--- src/pkg/hts_pkg.sv ---
package hts_pkg;

  // Byte addresses of the register map
  localparam logic [7:0] ADDR_PART_CODE    = 8'h00;
  localparam logic [7:0] ADDR_DIE_REVISION = 8'h02;
  localparam logic [7:0] ADDR_UNIQUE_SERIAL = 8'h04;
  localparam logic [7:0] ADDR_ID_LAST      = 8'h0B;
  localparam logic [7:0] ADDR_SYS_CONTROL  = 8'h10;
  localparam logic [7:0] ADDR_SYS_STATUS   = 8'h11;
  localparam logic [7:0] ADDR_RUN_MODE     = 8'h21;
  localparam logic [7:0] ADDR_MEAS_START   = 8'h22;
  localparam logic [7:0] ADDR_MEAS_STOP    = 8'h23;
  localparam logic [7:0] ADDR_MEAS_FLAGS   = 8'h24;
  localparam logic [7:0] ADDR_TEMP_READOUT = 8'h30;
  localparam logic [7:0] ADDR_HUM_READOUT  = 8'h33;
  localparam logic [7:0] ADDR_STEP         = 8'h01;

  // Sensor indices and bit positions in run mode, start, stop and flags
  localparam int NUM_SENSORS = 2;
  localparam int SENS_TEMP   = 0;
  localparam int SENS_HUM    = 1;

  // Readout word layout
  localparam int DATA_LSB      = 0;
  localparam int DATA_WIDTH    = 16;
  localparam int VALID_BIT     = 16;
  localparam int CRC_LSB       = 17;
  localparam int CRC_WIDTH     = 7;
  localparam int PAYLOAD_WIDTH = 17;
  localparam int WORD_WIDTH    = 24;

  // Checksum generator x^7 + x^3 + 1 and start value
  localparam logic [7:0] CRC_POLY = 8'h89;
  localparam logic [6:0] CRC_INIT = 7'h7F;

  // Data scaling: counts per kelvin and per percent relative humidity
  localparam int TEMP_COUNTS_PER_KELVIN  = 64;
  localparam int HUM_COUNTS_PER_PERCENT  = 512;

  // Control and status fields
  localparam int         LOW_POWER_BIT     = 0;
  localparam int         ACTIVE_BIT        = 0;
  localparam logic [7:0] SYS_CONTROL_RESET = 8'h01;
  localparam logic [7:0] SYS_CONTROL_WMASK = 8'h7F;
  localparam logic [7:0] RUN_MODE_RESET    = 8'h00;

  typedef struct packed {
    logic [CRC_WIDTH-1:0]  crc;
    logic                  valid;
    logic [DATA_WIDTH-1:0] data;
  } hts_readout_type;

  typedef struct packed {
    logic                  done;
    logic [DATA_WIDTH-1:0] data;
  } hts_result_type;

  typedef enum logic [1:0] {SYS_STANDBY, SYS_BOOTING, SYS_AWAKE} hts_sys_state_type;

  // MSB-first long division of {payload, init} by the aligned generator
  function automatic logic [CRC_WIDTH-1:0] hts_crc7(input logic [PAYLOAD_WIDTH-1:0] payload);
    logic [WORD_WIDTH-1:0] work;
    work = {payload, CRC_INIT};
    for (int i = WORD_WIDTH - 1; i >= CRC_WIDTH; i--) begin
      if (work[i]) begin
        work = work ^ (WORD_WIDTH'(CRC_POLY) << (i - CRC_WIDTH));
      end
    end
    return work[CRC_WIDTH-1:0];
  endfunction

  localparam hts_readout_type READOUT_RESET = '{crc: hts_crc7(17'h00000), valid: 1'b0, data: 16'h0000};

endpackage

--- src/hw/hts_readout_regs.sv ---
`timescale 1ns/1ns

// Operation
// Each readout word holds measured data, a valid flag and a checksum.
// Checksum in bits 23:17, valid at bit 16, data in bits 15:0.
// Checksum is CRC-7, generator 0x89, over valid flag plus 16 data bits.
// Checksum division starts from all ones, 0x7F.
// Initial value appended below payload, divided MSB first, 7-bit remainder kept.
// Starting a measurement clears that sensor's valid flag, in either run mode.
// Completion stores data, sets valid and stores checksum.
// Continuous repeats start without clearing valid.
// Data is an unsigned 16-bit fixed-point value scaled per sensor.
// Temperature data counts 1/64 kelvin.
// Humidity data counts 1/512 percent.
// Reading a word's lowest byte copies the whole word into a shadow first.
// Higher bytes of a readout word are read only from the shadow.
// Little endian words: temperature at 0x30-0x32, humidity at 0x33-0x35.
// Register map decode: identity, control, status, run, start, stop, flags.
// Part code, die revision and serial read as zero unless active.
// Host reads identity by clearing low power and polling the active flag.
// Or host piggybacks on a measurement and rechecks the active flag after.
// Start bit 0 is temperature, bit 1 humidity; 0x03 starts both.
// Address byte loads the pointer; each data byte moves it up by one.
// Writes to reserved or read-only addresses are refused; reserved reads give zero.
// System status bit 0 is one only while active.
// System control bit 0 enables automatic standby; resets to one.
// Data, valid flag and checksum are written in the same cycle.
module hts_readout_regs #(
  parameter int          BOOT_CYCLES   = 16,                     // Standby to active delay
  parameter logic [15:0] PART_CODE     = 16'h5A5A,               // Arbitrary value
  parameter logic [15:0] DIE_REVISION  = 16'h0003,               // Arbitrary value
  parameter logic [63:0] UNIQUE_SERIAL = 64'h0123_4567_89AB_CDEF // Arbitrary value
) (
  input  wire logic                                            sys_clk,     // System clock
  input  wire logic                                            rst_n,       // Async reset, low
  input  wire logic                                            ptr_load,    // Address byte strobe
  input  wire logic [7:0]                                      ptr_byte,    // Address byte
  input  wire logic                                            wr_stb,      // Data byte write strobe
  input  wire logic [7:0]                                      wr_byte,     // Data byte written
  input  wire logic                                            rd_stb,      // Data byte read strobe
  input  wire hts_pkg::hts_result_type [hts_pkg::NUM_SENSORS-1:0] sens_result, // Sensor completions
  output logic      [7:0]                                      rd_byte,     // Byte read
  output logic                                                 rd_done,     // Read answer pulse
  output logic                                                 wr_done,     // Write answer pulse
  output logic                                                 wr_ack,      // Write acknowledged
  output logic      [hts_pkg::NUM_SENSORS-1:0]                 meas_go,     // Launch pulse per sensor
  output logic                                                 active_state_flag   // Active state flag
);

  localparam int NS = hts_pkg::NUM_SENSORS;
  localparam logic [7:0] READOUT_ADDR [NS] = '{hts_pkg::ADDR_TEMP_READOUT, hts_pkg::ADDR_HUM_READOUT};

  if (BOOT_CYCLES < 1 || BOOT_CYCLES > 65535) begin : g_chk_boot
    $error("BOOT_CYCLES must be 1 to 65535");
  end

  // Flags, start and stop carry one bit per sensor in the low bits of a byte
  if (NS != 2) begin : g_chk_sensors
    $error("NUM_SENSORS must be 2");
  end

  // Identity bytes, part code first, each little endian
  wire logic [95:0] id_bytes = {UNIQUE_SERIAL, DIE_REVISION, PART_CODE};

  // Register bus group
  logic [7:0]              ptr_ff, nxt_ptr;
  logic [7:0]              rd_byte_ff, nxt_rd_byte;
  logic                    rd_done_ff, nxt_rd_done;
  logic                    wr_done_ff, nxt_wr_done;
  logic                    wr_ack_ff, nxt_wr_ack;
  logic [7:0]              system_control_ff, nxt_system_control;
  logic [7:0]              run_mode_ff, nxt_run_mode;
  hts_pkg::hts_readout_type shadow_ff [NS];
  hts_pkg::hts_readout_type nxt_shadow [NS];
  logic [NS-1:0]           wr_start;
  logic [NS-1:0]           wr_stop;

  // Sequencer group
  hts_pkg::hts_sys_state_type state_ff, nxt_state;
  logic [15:0]             boot_cnt_ff, nxt_boot_cnt;
  logic [NS-1:0]           start_req_ff, nxt_start_req;
  logic [NS-1:0]           stop_req_ff, nxt_stop_req;
  logic [NS-1:0]           cont_ff, nxt_cont;
  logic [NS-1:0]           meas_ff, nxt_meas;
  logic [NS-1:0]           meas_go_ff, nxt_meas_go;
  logic                    active_state_flag_ff, nxt_active_state_flag;
  logic [NS-1:0]           fresh;
  logic [NS-1:0]           done_mask;
  logic [NS-1:0]           want;
  logic                    idle;

  // Measurement storage
  hts_pkg::hts_readout_type readout_ff [NS];

  always_comb begin : bus_next
    logic [7:0] rd_val;
    rd_val       = 8'h00;
    nxt_ptr      = ptr_ff;
    nxt_rd_byte  = rd_byte_ff;
    nxt_rd_done  = 1'b0;
    nxt_wr_done  = 1'b0;
    nxt_wr_ack   = 1'b0;
    nxt_system_control = system_control_ff;
    nxt_run_mode = run_mode_ff;
    nxt_shadow   = shadow_ff;
    wr_start     = '0;
    wr_stop      = '0;
    if (ptr_load) begin
      nxt_ptr = ptr_byte;
    end else if (wr_stb) begin
      nxt_wr_done = 1'b1;
      nxt_ptr     = ptr_ff + hts_pkg::ADDR_STEP;
      case (ptr_ff)
        hts_pkg::ADDR_SYS_CONTROL: begin
          nxt_wr_ack   = 1'b1;
          nxt_system_control = wr_byte & hts_pkg::SYS_CONTROL_WMASK;
        end
        hts_pkg::ADDR_RUN_MODE: begin
          nxt_wr_ack   = 1'b1;
          nxt_run_mode = wr_byte;
        end
        hts_pkg::ADDR_MEAS_START: begin
          nxt_wr_ack = 1'b1;
          wr_start   = wr_byte[NS-1:0];
        end
        hts_pkg::ADDR_MEAS_STOP: begin
          nxt_wr_ack = 1'b1;
          wr_stop    = wr_byte[NS-1:0];
        end
        default: begin
          nxt_wr_ack = 1'b0;
        end
      endcase
    end else if (rd_stb) begin
      nxt_rd_done = 1'b1;
      nxt_ptr     = ptr_ff + hts_pkg::ADDR_STEP;
      // Identity stays hidden while booting, so hosts poll the active flag first
      if (ptr_ff <= hts_pkg::ADDR_ID_LAST) begin
        if (state_ff == hts_pkg::SYS_AWAKE) begin
          rd_val = id_bytes[{ptr_ff[3:0], 3'b000} +: 8];
        end
      end else begin
        case (ptr_ff)
          hts_pkg::ADDR_SYS_CONTROL: rd_val = system_control_ff;
          hts_pkg::ADDR_SYS_STATUS:  rd_val = {7'h00, state_ff == hts_pkg::SYS_AWAKE};
          hts_pkg::ADDR_RUN_MODE:    rd_val = run_mode_ff;
          hts_pkg::ADDR_MEAS_FLAGS:  rd_val = {6'h00, meas_ff};
          default:                   rd_val = 8'h00;
        endcase
        // Only a lowest-byte read refreshes the shadow; a burst begun mid-word sees an older copy
        for (int s = 0; s < NS; s++) begin
          if (ptr_ff == READOUT_ADDR[s]) begin
            nxt_shadow[s] = readout_ff[s];
            rd_val        = readout_ff[s][7:0];
          end else if (ptr_ff == READOUT_ADDR[s] + 8'h01) begin
            rd_val = shadow_ff[s][15:8];
          end else if (ptr_ff == READOUT_ADDR[s] + 8'h02) begin
            rd_val = shadow_ff[s][23:16];
          end
        end
      end
      nxt_rd_byte = rd_val;
    end
  end

  always_ff @(posedge sys_clk or negedge rst_n) begin
    if (!rst_n) begin
      ptr_ff      <= 8'h00;
      rd_byte_ff  <= 8'h00;
      rd_done_ff  <= 1'b0;
      wr_done_ff  <= 1'b0;
      wr_ack_ff   <= 1'b0;
      system_control_ff <= hts_pkg::SYS_CONTROL_RESET;
      run_mode_ff <= hts_pkg::RUN_MODE_RESET;
      for (int s = 0; s < NS; s++) begin
        shadow_ff[s] <= hts_pkg::READOUT_RESET;
      end
    end else begin
      ptr_ff      <= nxt_ptr;
      rd_byte_ff  <= nxt_rd_byte;
      rd_done_ff  <= nxt_rd_done;
      wr_done_ff  <= nxt_wr_done;
      wr_ack_ff   <= nxt_wr_ack;
      system_control_ff <= nxt_system_control;
      run_mode_ff <= nxt_run_mode;
      shadow_ff   <= nxt_shadow;
    end
  end

  // Steps: sensors launch together and the next step is chosen only when all are done
  always_comb begin : seq_next
    idle           = (meas_ff == '0);
    want           = start_req_ff | cont_ff;
    nxt_state      = state_ff;
    nxt_boot_cnt   = boot_cnt_ff;
    nxt_cont       = cont_ff;
    nxt_meas_go    = '0;
    fresh          = '0;
    nxt_meas       = meas_ff & ~done_mask;
    // Start writes during a step are dropped, stop writes are held to the step's end
    nxt_start_req  = start_req_ff | (idle ? wr_start : '0);
    nxt_stop_req   = stop_req_ff | wr_stop;
    // Start and stop in one step: the launch runs, then the stop ends continuous mode
    if (!idle && nxt_meas == '0) begin
      nxt_cont     = cont_ff & ~(stop_req_ff | wr_stop) & run_mode_ff[NS-1:0];
      nxt_stop_req = '0;
    end
    unique case (state_ff)
      hts_pkg::SYS_STANDBY: begin
        if (want != '0 || !system_control_ff[hts_pkg::LOW_POWER_BIT]) begin
          nxt_state    = hts_pkg::SYS_BOOTING;
          nxt_boot_cnt = 16'(BOOT_CYCLES - 1);
        end
      end
      hts_pkg::SYS_BOOTING: begin
        if (boot_cnt_ff == 16'h0000) begin
          nxt_state = hts_pkg::SYS_AWAKE;
        end else begin
          nxt_boot_cnt = boot_cnt_ff - 16'h0001;
        end
      end
      hts_pkg::SYS_AWAKE: begin
        if (idle) begin
          if (want != '0) begin
            nxt_meas      = want;
            nxt_meas_go   = want;
            fresh         = start_req_ff;
            nxt_cont      = cont_ff | (start_req_ff & run_mode_ff[NS-1:0]);
            nxt_start_req = '0;
          end else if (system_control_ff[hts_pkg::LOW_POWER_BIT]) begin
            nxt_state = hts_pkg::SYS_STANDBY;
          end
        end
      end
      // Unused state code falls back to standby rather than locking up
      default: begin
        nxt_state = hts_pkg::SYS_STANDBY;
      end
    endcase
    // Registered from the next state so the pin and the status bit agree every cycle
    nxt_active_state_flag = (nxt_state == hts_pkg::SYS_AWAKE);
  end

  always_ff @(posedge sys_clk or negedge rst_n) begin
    if (!rst_n) begin
      state_ff      <= hts_pkg::SYS_STANDBY;
      boot_cnt_ff   <= 16'h0000;
      start_req_ff  <= '0;
      stop_req_ff   <= '0;
      cont_ff       <= '0;
      meas_ff       <= '0;
      meas_go_ff    <= '0;
      active_state_flag_ff <= 1'b0;
    end else begin
      state_ff      <= nxt_state;
      boot_cnt_ff   <= nxt_boot_cnt;
      start_req_ff  <= nxt_start_req;
      stop_req_ff   <= nxt_stop_req;
      cont_ff       <= nxt_cont;
      meas_ff       <= nxt_meas;
      meas_go_ff    <= nxt_meas_go;
      active_state_flag_ff <= nxt_active_state_flag;
    end
  end

  // Per-sensor readout word; data scaling (1/64 K, 1/512 %RH) is the sensor's, passed unchanged
  for (genvar s = 0; s < NS; s++) begin : g_sensor
    hts_pkg::hts_readout_type nxt_readout;

    // A completion only counts while that sensor is measuring
    assign done_mask[s] = meas_ff[s] & sens_result[s].done;

    always_comb begin
      nxt_readout = readout_ff[s];
      if (done_mask[s]) begin
        nxt_readout.data  = sens_result[s].data;
        nxt_readout.valid = 1'b1;
        nxt_readout.crc   = hts_pkg::hts_crc7({1'b1, sens_result[s].data});
      end else if (fresh[s]) begin
        // Checksum follows the cleared flag so the word stays self-consistent
        nxt_readout.valid = 1'b0;
        nxt_readout.crc   = hts_pkg::hts_crc7({1'b0, readout_ff[s].data});
      end
    end

    always_ff @(posedge sys_clk or negedge rst_n) begin
      if (!rst_n) begin
        readout_ff[s] <= hts_pkg::READOUT_RESET;
      end else begin
        readout_ff[s] <= nxt_readout;
      end
    end
  end

  assign rd_byte    = rd_byte_ff;
  assign rd_done    = rd_done_ff;
  assign wr_done    = wr_done_ff;
  assign wr_ack     = wr_ack_ff;
  assign meas_go    = meas_go_ff;
  assign active_state_flag = active_state_flag_ff;

endmodule // hts_readout_regs

--- config.mk ---
export PLATFORM = sky130hd
export DESIGN_NAME = hts_readout_regs
export DESIGN_NICKNAME = d
export VERILOG_FILES = /design/src/pkg/hts_pkg.sv /design/src/hw/hts_readout_regs.sv
export SDC_FILE = /design/constraint.sdc
export NUM_CORES = 1
export LEC_CHECK = 0
export ABC_AREA = 1
export BUFFER_PORTS_ARGS = -buffer_cell sky130_fd_sc_hd__buf_2
export CELL_PAD_IN_SITES_DETAIL_PLACEMENT = 1
export CELL_PAD_IN_SITES_GLOBAL_PLACEMENT = 2
export CORE_ASPECT_RATIO = 0.75
export CORE_UTILIZATION = 37
export CTS_BUF_LIST = sky130_fd_sc_hd__clkbuf_2
export DETAILED_ROUTE_END_ITERATION = 12
export PLACE_DENSITY_LB_ADDON = 0.1
export SKIP_LAST_GASP = 1
export SYNTH_ARGS = -nofsm -noshare
export SYNTH_HDL_FRONTEND = slang
export SYNTH_SLANG_ARGS = --single-unit
--- constraint.sdc ---
create_clock -name sys_clk -period 2 [get_ports sys_clk]
set_input_delay 0.4 -clock sys_clk [delete_from_list [all_inputs] [get_ports sys_clk]]
set_output_delay 0.4 -clock sys_clk [all_outputs]
set_load 0.02 [all_outputs]
**Word-level counts from Yosys, hierarchy flattened**

Index checks and enable logic that the tools add are counted.

- Add/subtract/negate cells: 2
- Magnitude comparators: 1
- Equal/unequal tests: 17
- Shift-type cells: 1
- Mux-type cells: 213
- Bitwise gates (word level): 81
- Reductions and logical operators: 20

Operators with widths:

| cell | number |
|---|---|
| $mux W8 | 25 |
| $mux W16 | 12 |
| $mux W19 | 10 |
| $mux W18 | 10 |
| $mux W17 | 10 |
| $mux W15 | 10 |
| $mux W14 | 10 |
| $not A2 Y2 | 68 |
| $mux W22 | 6 |
| $mux W13 | 10 |
| $mux W21 | 6 |
| $mux W12 | 10 |
| $mux W20 | 6 |
| $mux W11 | 10 |
| $mux W10 | 10 |
| $shiftx A96 B8 Y8 const A | 1 |
| $mux W9 | 10 |
| $eq A8 B6 Y1 const B | 10 |
| $mux W2 | 29 |
| $mux W23 | 2 |
| $pmux W16 S2 | 1 |
| $pmux W8 S4 | 1 |
| $mux W7 | 4 |
| $mux W6 | 4 |
| 25 further kinds | 60 |

- Register bits after elaboration: 159
- Output and inout bits: 14
- Logic and storage cells: 362

**Logic depth before layout (Yosys ltp)**

Gate-level depths: netlist (run 1).

- Word-level depth: 67
- Mapped depth: 16
- Depth with buffers taken out: 16

**Worst setup path before layout (run 1)**

OpenSTA, ideal clock, no wires.

- Path type: flip-flop to flip-flop
- From: register ptr_ff[0]
- To: register rd_byte_ff[1] (netlist: rd_byte[1])
- Library setup time: 0.113 ns
- Arrival: 1.633 ns
- Setup slack: 0.255 ns
- Stages on the path, launching flop included: 12
- Path buffers: 1
- Cell sequence: dfrtp_1 inv_1 ha_1 inv_1 nor2_2 nand2_1 buf_2 or2_2 nand3_1 nand3_1 nand2_1 inv_1

- Cells in the longest elaborated chain, start to end: 9
- Elaborated cells on any way between the ends: 21
- Those cells by class: 1 x order compare; 10 x eq/ne; 1 x shift; 9 x mux

Ends and longest elaborated chain:

| element | line | text |
|---|---|---|
| start: declaration | hts_readout_regs.sv:66 | `logic [7:0] ptr_ff, nxt_ptr;` |
| start signal: assignment | hts_readout_regs.sv:179 | `ptr_ff <= nxt_ptr;` |
| $eq A8 B6 Y1 or $eq A8 B5 Y1 (tied branches) | hts_readout_regs.sv:143 | `case (ptr_ff)` |
| $pmux W8 S4 | hts_readout_regs.sv:143 |  |
| $mux W8 | hts_readout_regs.sv:157 | `end else if (ptr_ff == READOUT_ADDR[s] + 8'h02) begin` |
| $mux W8 | hts_readout_regs.sv:155 | `end else if (ptr_ff == READOUT_ADDR[s] + 8'h01) begin` |
| $mux W8 | hts_readout_regs.sv:152 | `if (ptr_ff == READOUT_ADDR[s]) begin` |
| $mux W8 | hts_readout_regs.sv:157 |  |
| $mux W8 | hts_readout_regs.sv:155 |  |
| $mux W8 | hts_readout_regs.sv:152 |  |
| $mux W8 (*) | hts_readout_regs.sv:138 | `if (ptr_ff <= hts_pkg::ADDR_ID_LAST) begin` |
| end signal: assignment | hts_readout_regs.sv:180 | `rd_byte_ff <= nxt_rd_byte;` |
| end: declaration | hts_readout_regs.sv:67 | `logic [7:0] rd_byte_ff, nxt_rd_byte;` |

Every way passes the cells marked *; elsewhere a longest branch is shown, timed or not.
A chain may end at the register's enable or synchronous reset.

**Worst setup path in the final report (run 1)**

- From: register ptr_ff[1]
- To: register rd_byte_ff[4] (netlist: rd_byte[4])

The elaborated chain is that of the path after synthesis.

==> summary.md, run 1 <==
| Metric | Value |
|---|---|
| Clk buf depth | 2 |
| GRT met3 Usage | 0.0362 |
| Avg Inst Size Synth | 7.88 sq um |
| Fmax achieved | 515 MHz |
| CP Cell Sequence | inv_2 > ha_4 > inv_4 > buf_4 > nor2_4 > nand2_1 > inv_2 > nand2_1 > nand3_1 > nand2_1 > nand2_1 > nand2_1 > nand2_1 > nand3_1 > nand3_1 > nand2_1 > inv_1 |
| Drt first pass iters | 4 |
| Worst EP required | 2740 ps |
| Slew margin rel. | 0.652 |
| Clock slew at reported path FFs | 250 ps |
| Synthesized area | 8420 sq um |
| Power density over cell area | between 1000 and 1500 nW/um^2 |
| Final Power | 12.7 mW |
| Final min period | 1940 ps |
| Most used cell, CP | nand2_1 |
| Avg WL per Cell | 15.9 microns |
| Die Span Y | 133 microns |
| GR Overflow Total | 0 |
| Crit-path max FO | 6 |
| LEAKAGE | 5.22 nW |
| Residual DRC | 0 |
| Worst flop-to-flop path endpoint | rd_byte[4]$_DFFE_PN0P_ |
| Starting density of the core | 0.380 |
| Worst Tran Pin Value | approximately 520 ps |
| RSZ-0062 raised after global routing | true |
| Synth-to-Final Area Change | 24.7% |
| Dpl ws | -62.7 ps |
| WHS Endpoint | ptr_ff[1]$_DFFE_PN0P_ |
| Placeable Area | 22200 sq um |
| Cells on worst reg2reg path | 17 |
| Final Cycle Share | 0.971 |
| Placer congestion estimate | 0.828 |
| Post-synth net total | about 1100 |
| EDFF count, synth | 0 |
| Clock sink total | 143 |
| Placed standard-cell area | 9480 sq um |
| R2R Setup Slk | 60 ps |
| Worst Path Class, Setup | reg -> reg |
| Xor/xnor cell area share of the yosys netlist | 0.104 |
| Worst hold start | ptr_load |
| Crit Reg-Reg Startpoint | ptr_ff[1]$_DFFE_PN0P_ |
| Met2 usage | 0.349 |
| Synthesized instance count | 1069 |
| Vias per cell | just under 5 |
| Element type at the critical path start | register |
| Io pins | 69 |
| Commonest non-fill, non-tap cells in the layout | nand2_1, inv_1, dfrtp_1, o21ai_0, buf_2 |
| Die ar. | 23400 sq um |
| Skew-Pair Late Insertion Delay | 770 ps |
| Crit end category | register |
| Main synth FF type | dfrtp_1 |
| Max-slew violation count | 0 |
| Distinct cells, synth | 50 |
| Final Non-Filler Cells | 1555 |
| Largest family of logic cells by synthesized area | simple AND/OR/NAND/NOR gates |
| Commonest non-fill, non-tap cell in the layout | nand2_1 |
| Final worst slack | 57.0 ps |
| Final hold vios | 0 |
| Worst path slowest cell | dfrtp_1 |
| Num CTS Buffers | 17 |
| Fraction of layout cells with a size suffix above 1 | 0.233 |
| Post-synthesis adder-cell area fraction | 0.0104 |
| Antenna violations before repair | 1 |
| Post-synthesis mux area share | 0.0116 |
| #FFs+latches synth | 143 |
| Iter 0 DRT Violations | 335 |
| Largest net degree at the start of global routing | 49 |
| CTS Root Cell | clkbuf_2 |
| WHS | 77.7 ps |
| CP peak stage delay | between 400 and 500 ps |
| Post-Synth Simple-Gate Area | 0.256 |
| Hold Crit Class | in -> reg |
| Number of global-route vias before repair | 7830 |
| Yosys warns | 0 |
| Max-Cap Viols | 0 |
| FFs w/ async S/R, synth | 1.00 |
| First-pass GRT wire length | 41200 microns |
| Depth of the CTS H-tree | 4 |
| Peak supply drop | between 500 and 600 uV |
| DIE WIDTH | roughly 180 microns |
| Hold Crit Depth | 4 |
| Fin nets | approximately 1300 |
| CTS tree | done |
| Post-route ant nets | 0 |
| DP HPWL | 19000 microns |
| Seq/Total Area, Yosys | 0.429 |
| Layer with the highest usage | met2 |
| Outcome | finished, final reports clean |
| Vias | 7478 |
| Routed WL | 24800 microns |
| Synth Area in Compound Gates | 0.107 |
| Core Rows | 47 |
| Clock Skews | 40.7 ps |
| PortBufs | 68 |
| Final setup violation count | 0 |
| Placed cell count | around 1500 |
| GR Util met1 | 0.332 |
| Total GRT Usage | 0.226 |
| Final Instance Area | ~11000 sq um |
| Critical Path AT | 2680 ps |
[flip-flops by register name, summed over array words and instances (netlist names)]
register           flops
active_state_flag      1
boot_cnt_ff           16
cont_ff                2
meas_ff                2
meas_go                2
ptr_ff                 8
rd_byte                8
rd_done                1
readout_ff            48
run_mode_ff            8
shadow_ff             32
start_req_ff           2
state_ff               2
stop_req_ff            2
system_control_ff      7
wr_ack                 1
wr_done                1
[cells by family after synthesis]
logic type      after synthesis
fa+ha+maj                     7
buf+inv                     171
xor+xnor                     88
simple gates                490
mux                           7
flops                       143
compound gates              163
[critical path, delay by kind of cell (launching register included)]
kind,cells,cell delay (ps)
fa+ha+maj,1,150
flops,1,460
buf+inv,5,410
simple gates,11,880
[final cells by class]
class | count | area, sq um
fillers | 2711 | 11700
multi-input cells | 755 | 4240
flip-flops and latches | 143 | 3620
repair buffers | 185 | 1430
inverters | 145 | 552
well taps | 294 | 368
clock inverters | 15 | 199
clock buffers | 17 | 85.1
diodes | 1 | 2.50
[report_power, final]
part           switching [mW]  internal (mW)  leakage [nW]
Clock                    1.24          0.746         0.164
Sequential              0.693           3.69          1.77
Combinational            3.76           2.59          3.29
[worst max path at each step]
stage	endpoint	slack, ps	start
final	rd_byte[4]$_DFFE_PN0P_	60	ptr_ff[1]$_DFFE_PN0P_
after global routing	rd_byte[5]$_DFFE_PN0P_	-90	ptr_ff[1]$_DFFE_PN0P_
after CTS	rd_byte[5]$_DFFE_PN0P_	8	ptr_ff[1]$_DFFE_PN0P_
after detailed placement	rd_byte[5]$_DFFE_PN0P_	-60	ptr_ff[0]$_DFFE_PN0P_
after global placement	rd_byte[5]$_DFFE_PN0P_	-60	ptr_ff[0]$_DFFE_PN0P_
after floorplan	rd_byte[1]$_DFFE_PN0P_	250	ptr_ff[0]$_DFFE_PN0P_
[timing repair]
item                                    CTS  global route
cloned                                    0             0
gates resized for setup                   2            38
setup buffers                             4             6
hold endpoints to repair                188             0
hold buffers                             53             0
pin swaps                                 2            13
endpoints found under the setup margin    8            43
[metal layers]
metal | wire length (microns) | vias up
met2 | 10900 | 99
met1 | 12900 | 3602
met3 | 714 | 20
met5 | 0 | -
met4 | 248 | 0
li1 | - | 3757
[cells in the mapped netlist, types with 6 or more instances]
cell,n,share of area
o31ai_1,13,0.012
nor2_1,57,0.025
ha_1,7,0.010
nor3_1,8,0.0048
xnor2_1,39,0.041
a21oi_1,21,0.012
buf_2,11,0.0065
nand4_1,7,0.0052
xor2_2,9,0.017
o21ai_1,28,0.017
nand3_1,68,0.040
buf_4,6,0.0053
nor2_4,6,0.0080
dfstp_2,29,0.090
o21ai_0,77,0.046
nand2_2,10,0.0074
dfrtp_1,114,0.34
clkbuf_1,8,0.0036
nand2_1,308,0.14
o211ai_1,7,0.0062
inv_1,128,0.057
inv_2,14,0.0062
xor2_1,35,0.036
[per-stage QoR]
stage,util,TNS (ps)
after floorplan,-,0
final,0.474,0
after global placement,0.428,-139
after CTS,0.466,0
after detailed placement,0.428,-104
after global routing,0.474,-380
(Power assumes the default switching activity.)
==> run 2: changes to the inputs <==
--- a/config.mk
+++ b/config.mk
@@ -5,12 +5,12 @@
 export SDC_FILE = /design/constraint.sdc
 export NUM_CORES = 1
 export LEC_CHECK = 0
-export ABC_AREA = 1
 export BUFFER_PORTS_ARGS = -buffer_cell sky130_fd_sc_hd__buf_2
+export CAP_MARGIN = 20
 export CELL_PAD_IN_SITES_DETAIL_PLACEMENT = 1
 export CELL_PAD_IN_SITES_GLOBAL_PLACEMENT = 2
 export CORE_ASPECT_RATIO = 0.75
-export CORE_UTILIZATION = 37
+export CORE_UTILIZATION = 40
 export CTS_BUF_LIST = sky130_fd_sc_hd__clkbuf_2
 export DETAILED_ROUTE_END_ITERATION = 12
 export PLACE_DENSITY_LB_ADDON = 0.1
==> summary.md, run 2 <==
| Metric | Value |
|---|---|
| Outcome | finished with violations |
| Failing checks | setup timing |
| Clock Skews | 62.8 ps (+22.1 ps) |
| Critical Path AT | 3030 ps (+350 ps) |
| Seq/Total Area, Yosys | 0.460 (+0.0314) |
| Area contributors post-synth | dfrtp_1, dfstp_2, mux2_2 |
| Commonest non-fill, non-tap cells in the layout | dfrtp_1, nand2_1, buf_4, xnor2_1, buf_2 |
| PortBufs | 68 (unchanged) |
| Element type at the critical path start | register |
| Crit-path leading delay family | simple AND/OR/NAND/NOR gates |
| Final Cycle Share | 1.16 (+0.191) |
| WHS | 65.0 ps (-12.7 ps) |
| Hold Crit Class | in -> reg |
| Total GRT Usage | 0.257 (+0.0309) |
| Residual DRC | 0 (unchanged) |
| Largest net degree at the start of global routing | 64 (+31%) |
| Crit-path max FO | 3 (-3) |
| Depth of the CTS H-tree | 4 (unchanged) |
| Slew margin rel. | 0.584 (-0.0684) |
| Clock slew at reported path FFs | 230 ps (-20 ps) |
| DIE WIDTH | 164 microns (-7.1%) |
| R2R Setup Slk | -330 ps (-380 ps) |
| Fraction of layout cells with a size suffix above 1 | 0.364 (+0.131) |
| Distinct cells, synth | 70 (+40%) |
| Most common cell in the netlist | dfrtp_1 |
| Final setup violation count | 12 (+12) |
| Placed cell count | 1116 (-24%) |
| Flip-flop count of the largest register after layout | 48 (unchanged) |
| GRT met3 Usage | 0.0473 (+0.0111) |
| Clock sink total | 143 (unchanged) |
| Synth-to-Final Area Change | 32.8% |
| Finished Core Util | 0.554 (+0.0798) |
| Routed WL | 24900 microns (+0.54%) |
| Yosys warns | 0 (unchanged) |
| CTS tree | done |
| Max-slew violation count | 0 (unchanged) |
| Synthesized area | 7850 sq um (-6.8%) |
| Final min period | 2330 ps (+383 ps) |
| Net Sw Frac | 0.372 (-0.0757) |
| GR Util met1 | 0.368 (+0.0363) |
| GR Overflow Total | 0 (unchanged) |
| Avg Inst Size Synth | 10.3 sq um (+31%) |
| Post-route ant nets | 0 (unchanged) |
| Worst Tran Pin Value | 622 ps (+100 ps) |
| Core Rows | 43 (-8.5%) |
| First-pass GRT wire length | 39100 microns (-5.3%) |
| Die ar. | 20200 sq um (-14%) |
| Synthesized instance count | 761 (-29%) |
| Internal power | 6.56 mW (-6.6%) |
| Commonest non-fill, non-tap cell in the layout | dfrtp_1 |
| Antenna Cells | 0 (-1) |
| Layer with the highest usage | met2 |
| Die Span Y | 123 microns (-7.1%) |
| Avg WL per Cell | 20.3 microns (+27%) |
| LEAKAGE | 4.69 nW (-10%) |
| Final hold vios | 0 (unchanged) |
| Number of global-route vias before repair | 7089 (-9.5%) |
| Antenna violations before repair | 0 (-1) |
| CTS Root Cell | clkbuf_2 |
| Worst Path Class, Setup | reg -> reg |
| Final worst slack | -326 ps (-383 ps) |
| Main synth FF type | dfrtp_1 |
| #FFs+latches synth | 143 (unchanged) |
| Crit end category | register |
| Clock power frac | 0.178 (+0.022) |
| CP peak stage delay | 520 ps (+60 ps) |
| Vias | 6641 (-11%) |
| Comb power frac | 0.419 (-0.080) |
| Skew-Pair Late Insertion Delay | 780 ps (about the same) |
| Io pins | 69 (unchanged) |
| Peak supply drop | 531 uV (-7.9%) |
| Top post-synthesis cells by count | dfrtp_1, nand2_1, xnor2_1 |
| Fin nets | 1030 (-21%) |
| Iter 0 DRT Violations | 427 (+27%) |
| Clk buf depth | 2 (unchanged) |
| RSZ-0062 raised after global routing | true |
| Flop pwr share | 0.403 (+0.058) |
| EDFF count, synth | 0 (unchanged) |
| Vias per cell | 5.41 (+12%) |
| Final Non-Filler Cells | 1228 (-21%) |
| Met2 usage | 0.399 (+0.0502) |
| Largest Register | readout_ff |
| Num CTS Buffers | 17 (unchanged) |
| Fmax achieved | 430 MHz (-16%) |
| Starting density of the core | 0.417 (+0.0369) |
| DP HPWL | 17900 microns (-5.9%) |
| Critical path buffer and inverter count | 0 (-5) |
| Worst EP required | 2700 ps (-40 ps) |
| Filler instances | 2131 (-21%) |
| CP Cell Sequence | or4_4 > or4_4 > or3_4 > or4_1 > nand2_1 |
| Biggest regs | readout_ff (48), shadow_ff (32), boot_cnt_ff (16) |
| FFs w/ async S/R, synth | 1.00 (unchanged) |
| Max-Cap Viols | 0 (unchanged) |
| Worst path slowest cell | or4_4 |
| Dpl ws | -382 ps (-320 ps) |
| Power density over cell area | 1000 nW/um^2 (-17%) |
| Area leader, netlist | dfrtp_1 |
| Most used cell, CP | or4_4 |
| Post-synth net total | 823 (-27%) |
| Drt first pass iters | 5 (+1) |
| NetSw | 3.88 mW (-32%) |
| Placer congestion estimate | 0.879 (+6.2%) |
| Post-synth top area share | 0.363 (+0.0248) |
| Placeable Area | 18800 sq um (-15%) |
-- run 2: final cells by class --
class	instances	area, sq um	area share
flip-flops and latches	143	3620	0.348
repair buffers	226	1790	0.172
multi-input cells	568	4400	0.422
clock buffers	18	90.1	0.00864
inverters	12	45.0	0.00432
well taps	247	309	0.0296
clock inverters	14	166	0.0160
-- run 2: final timing paths --
kind                                                to                  startpoint  cells past startpoint
min                              ptr_ff[0]$_DFFE_PN0P_                      rd_stb                      4
max in group asynchronous        ptr_ff[6]$_DFFE_PN0P_                       rst_n                      4
max                        boot_cnt_ff[12]$_DFFE_PN0P_  boot_cnt_ff[6]$_DFFE_PN0P_                      5
min in group asynchronous   run_mode_ff[5]$_DFFE_PN0P_                       rst_n                      3
min reg2reg                 readout_ff[16]$_DFFE_PN0P_  readout_ff[16]$_DFFE_PN0P_                      2
max reg2reg                boot_cnt_ff[12]$_DFFE_PN0P_  boot_cnt_ff[6]$_DFFE_PN0P_                      5
-- run 2: per-layer routing --
layer	vias up	routed length, microns
met5	-	0
met4	0	344
met3	28	845
met2	127	11400
met1	3360	12300
li1	3126	-
-- run 2: kinds of logic (layout without fill, tap and decap cells) --
family,after synthesis,in the layout,synth area share
AND/OR/NAND/NOR,241,241,0.152
AO/OA/AOI/OAI,146,146,0.124
flip-flops,143,143,0.460
XOR/XNOR,105,105,0.129
multiplexers,69,69,0.0982
buffers and inverters,50,270,0.0249
adder cells (fa/ha/maj),7,7,0.0112
-- run 2: repair_timing --
action	in CTS	in global routing
cloned	2	0
gates resized for setup	35	47
endpoints found under the hold margin	179	0
buffers inserted	13	11
pin swaps	4	8
endpoints found under the setup margin	41	65
hold buffers	55	0
-- run 2: through the flow --
| step | total power, mW | TNS (ps) | instance area (sq um) |
|---|---|---|---|
| finish | 10.4 | -2200 | 10400 |
| global route | 11.1 | -3370 | 10400 |
| CTS | 10.3 | -1920 | 10200 |
| detailed placement | 8.10 | -3390 | 9060 |
| global placement | 7.92 | -2060 | 9060 |
| floorplan | 6.69 | -1440 | 7920 |
-- run 2: power groups by stage --
stage / Combinational, mW / Clock [mW] / Sequential (mW)
floorplan: 2.63 / 0 / 4.05
global placement: 3.74 / 0 / 4.18
CTS: 4.17 / 1.91 / 4.17
global route: 4.75 / 2.03 / 4.29
detailed placement: 3.88 / 0 / 4.21
finish: 4.37 / 1.86 / 4.21
-- run 2: worst min-delay path, cell delays in order --
cell     delay (ps)
buf_2           110
nor2_1          100
xnor2_1         140
o21ai_0          70
==> run 3: changes to the inputs <==
--- a/config.mk
+++ b/config.mk
@@ -11,7 +11,7 @@
 export CELL_PAD_IN_SITES_GLOBAL_PLACEMENT = 2
 export CORE_ASPECT_RATIO = 0.75
 export CORE_UTILIZATION = 40
-export CTS_BUF_LIST = sky130_fd_sc_hd__clkbuf_2
+export CTS_BUF_LIST = sky130_fd_sc_hd__clkbuf_4 sky130_fd_sc_hd__clkbuf_8
 export DETAILED_ROUTE_END_ITERATION = 12
 export PLACE_DENSITY_LB_ADDON = 0.1
 export SKIP_LAST_GASP = 1
==> summary.md, run 3 (synthesized netlist as in run 2, its figures left out) <==
| Metric | Value |
|---|---|
| Final worst slack | -318 ps (+7.65 ps) |
| LEAKAGE | 4.49 nW (-4.4%) |
| Residual DRC | 0 (unchanged) |
| Largest Register | readout_ff |
| Vias per cell | 5.51 (+1.9%) |
| DP HPWL | 17900 microns (unchanged) |
| Avg WL per Cell | 20.8 microns (+2.6%) |
| Cells on worst reg2reg path | 5 (unchanged) |
| Starting density of the core | 0.417 (unchanged) |
| Final min period | 2320 ps (-7.65 ps) |
| Post-route ant nets | 0 (unchanged) |
| Fmax achieved | 431 MHz (+0.33%) |
| Antenna violations before repair | 0 (unchanged) |
| Iter 0 DRT Violations | 391 (-8.4%) |
| First-pass GRT wire length | 37900 microns (-3.0%) |
| Final setup violation count | 18 (+6) |
| Depth of the CTS H-tree | 4 (unchanged) |
| CTS tree | done |
| Crit Reg-Reg Startpoint | boot_cnt_ff[4]$_DFFE_PN0P_ |
| Crit end category | register |
| Hold Crit Depth | 3 (-1) |
| Worst EP required | 2410 ps (-290 ps) |
| Flip-flop count of the largest register after layout | 48 (unchanged) |
| Critical Path AT | 2730 ps (-300 ps) |
| Largest net degree at the start of global routing | 64 (unchanged) |
| Skew-Pair Late Insertion Delay | 480 ps (-300 ps) |
| Worst Setup SP | boot_cnt_ff[4]$_DFFE_PN0P_ |
| Element type at the critical path start | register |
| Crit-path max FO | 3 (unchanged) |
| Die ar. | 20200 sq um (unchanged) |
| Synth-to-Final Area Change | 26.9% |
| Num CTS Buffers | 17 (unchanged) |
| CTS Root Cell | clkbuf_8 |
| Total GRT Usage | 0.252 (-0.00558) |
| Outcome | finished with violations |
| Placeable Area | 18800 sq um (unchanged) |
| Final hold vios | 0 (unchanged) |
| Setup TNS | -2270 ps (-68.1 ps) |
| Dpl ws | -382 ps (unchanged) |
| Clock Skews | 21.3 ps (-41.4 ps) |
| Max-slew violation count | 0 (unchanged) |
| DIE WIDTH | 164 microns (unchanged) |
| PortBufs | 68 (unchanged) |
| Final Non-Filler Cells | 1167 (-5.0%) |
| Clk buf depth | 2 (unchanged) |
| Clock slew at reported path FFs | 90 ps (-140 ps) |
| Vias | 6433 (-3.1%) |
| Antenna Cells | 0 (unchanged) |
| Clock sink total | 143 (unchanged) |
| Slew margin rel. | 0.620 (+0.0359) |
| Io pins | 69 (unchanged) |
| Fin nets | 969 (-5.9%) |
| Routed WL | 24300 microns (-2.5%) |
| Peak supply drop | 514 uV (-3.3%) |
| Die Span Y | 123 microns (unchanged) |
| Commonest non-fill, non-tap cell in the layout | dfrtp_1 |
| Final Cycle Share | 1.16 (-0.00382) |
| Biggest regs | readout_ff (48), shadow_ff (32), boot_cnt_ff (16) |
| Placer congestion estimate | 0.879 (unchanged) |
| Failing checks | setup timing |
| Placed cell count | 1116 (unchanged) |
| Finished Core Util | 0.529 (-0.0247) |
| Drt first pass iters | 4 (-1) |
| Fraction of layout cells with a size suffix above 1 | 0.377 (+0.0133) |
| Commonest non-fill, non-tap cells in the layout | dfrtp_1, nand2_1, buf_4, xnor2_1, buf_2 |
| Max-Cap Viols | 0 (unchanged) |
| Hold Crit Class | in -> reg |
| Power density over cell area | 1110 nW/um^2 (+10%) |
| Core Rows | 43 (unchanged) |
| Number of global-route vias before repair | 6839 (-3.5%) |
| RSZ-0062 raised after global routing | true |
| GR Overflow Total | 0 (unchanged) |
| Worst hold start | ptr_byte[3] |
| Worst Path Class, Setup | reg -> reg |
| Worst Tran Pin Value | 565 ps (-57.0 ps) |
## run 3: cell count changes in the layout (fill, tap and decap cells not counted), moves of 7 or more
cell / before / now
buf_4: 92 / 85
clkbuf_2: 18 / 0
clkbuf_8: 0 / 19
dlygate4sd3_1: 55 / 1
## run 3: layer usage
metal | global-route usage | part of all wire | vias up
met5 | 0 | 0 | -
met4 | 0.0781 | 0.018 | 0
met3 | 0.0533 | 0.041 | 28
met2 | 0.384 | 0.45 | 118
met1 | 0.357 | 0.49 | 3280
li1 | - | - | 3007
## run 3: cell type report
cell class,count,area [sq um]
Clock buffer,20,269
Clock inverter,12,159
Fill cell,2154,8870
Inverter,12,45.0
Multi-Input combinational cell,568,4390
Sequential cell,143,3620
Tap cell,247,309
Timing Repair Buffer,165,1170
## run 3: critical path: stages, from the launching register on
cell	delay, ps
dfrtp_1	390
or4_4	550
or4_4	460
or3_4	350
or4_1	430
nand2_1	90
## run 3: worst paths after layout
path	end	slack (ps)
setup / recovery	boot_cnt_ff[12]$_DFFE_PN0P_	-320
hold / removal	ptr_ff[3]$_DFFE_PN0P_	130
setup reg to reg	boot_cnt_ff[12]$_DFFE_PN0P_	-320
hold reg to reg	readout_ff[40]$_DFFE_PN0P_	490
max in group asynchronous	readout_ff[19]$_DFFE_PN1P_	970
min in group asynchronous	ptr_ff[7]$_DFFE_PN0P_	340
## run 3: per-stage QoR
step                      power, mW  instance area [sq um]  hold WS [ps]
after floorplan                6.69                   7920           104
after global placement         7.92                   9060           267
after detailed placement       8.10                   9060           271
after CTS                      10.8                   9680           114
after global routing           11.7                   9960           117
final                          11.0                   9960           131
## run 3: report_power, final
part           switching [mW]  internal, mW  leakage, nW
combinational            2.10          2.16         2.51
clock                    1.21          1.32        0.214
sequential              0.621          3.59         1.77
total                    3.93          7.08         4.49
## run 3: repair_timing
action	CTS	global route
setup buffers	7	10
hold buffers	1	0
pin swaps	4	10
gates cloned	2	0
setup endpoints to repair	39	54
endpoints found under the hold margin	21	0
resized for setup	20	53
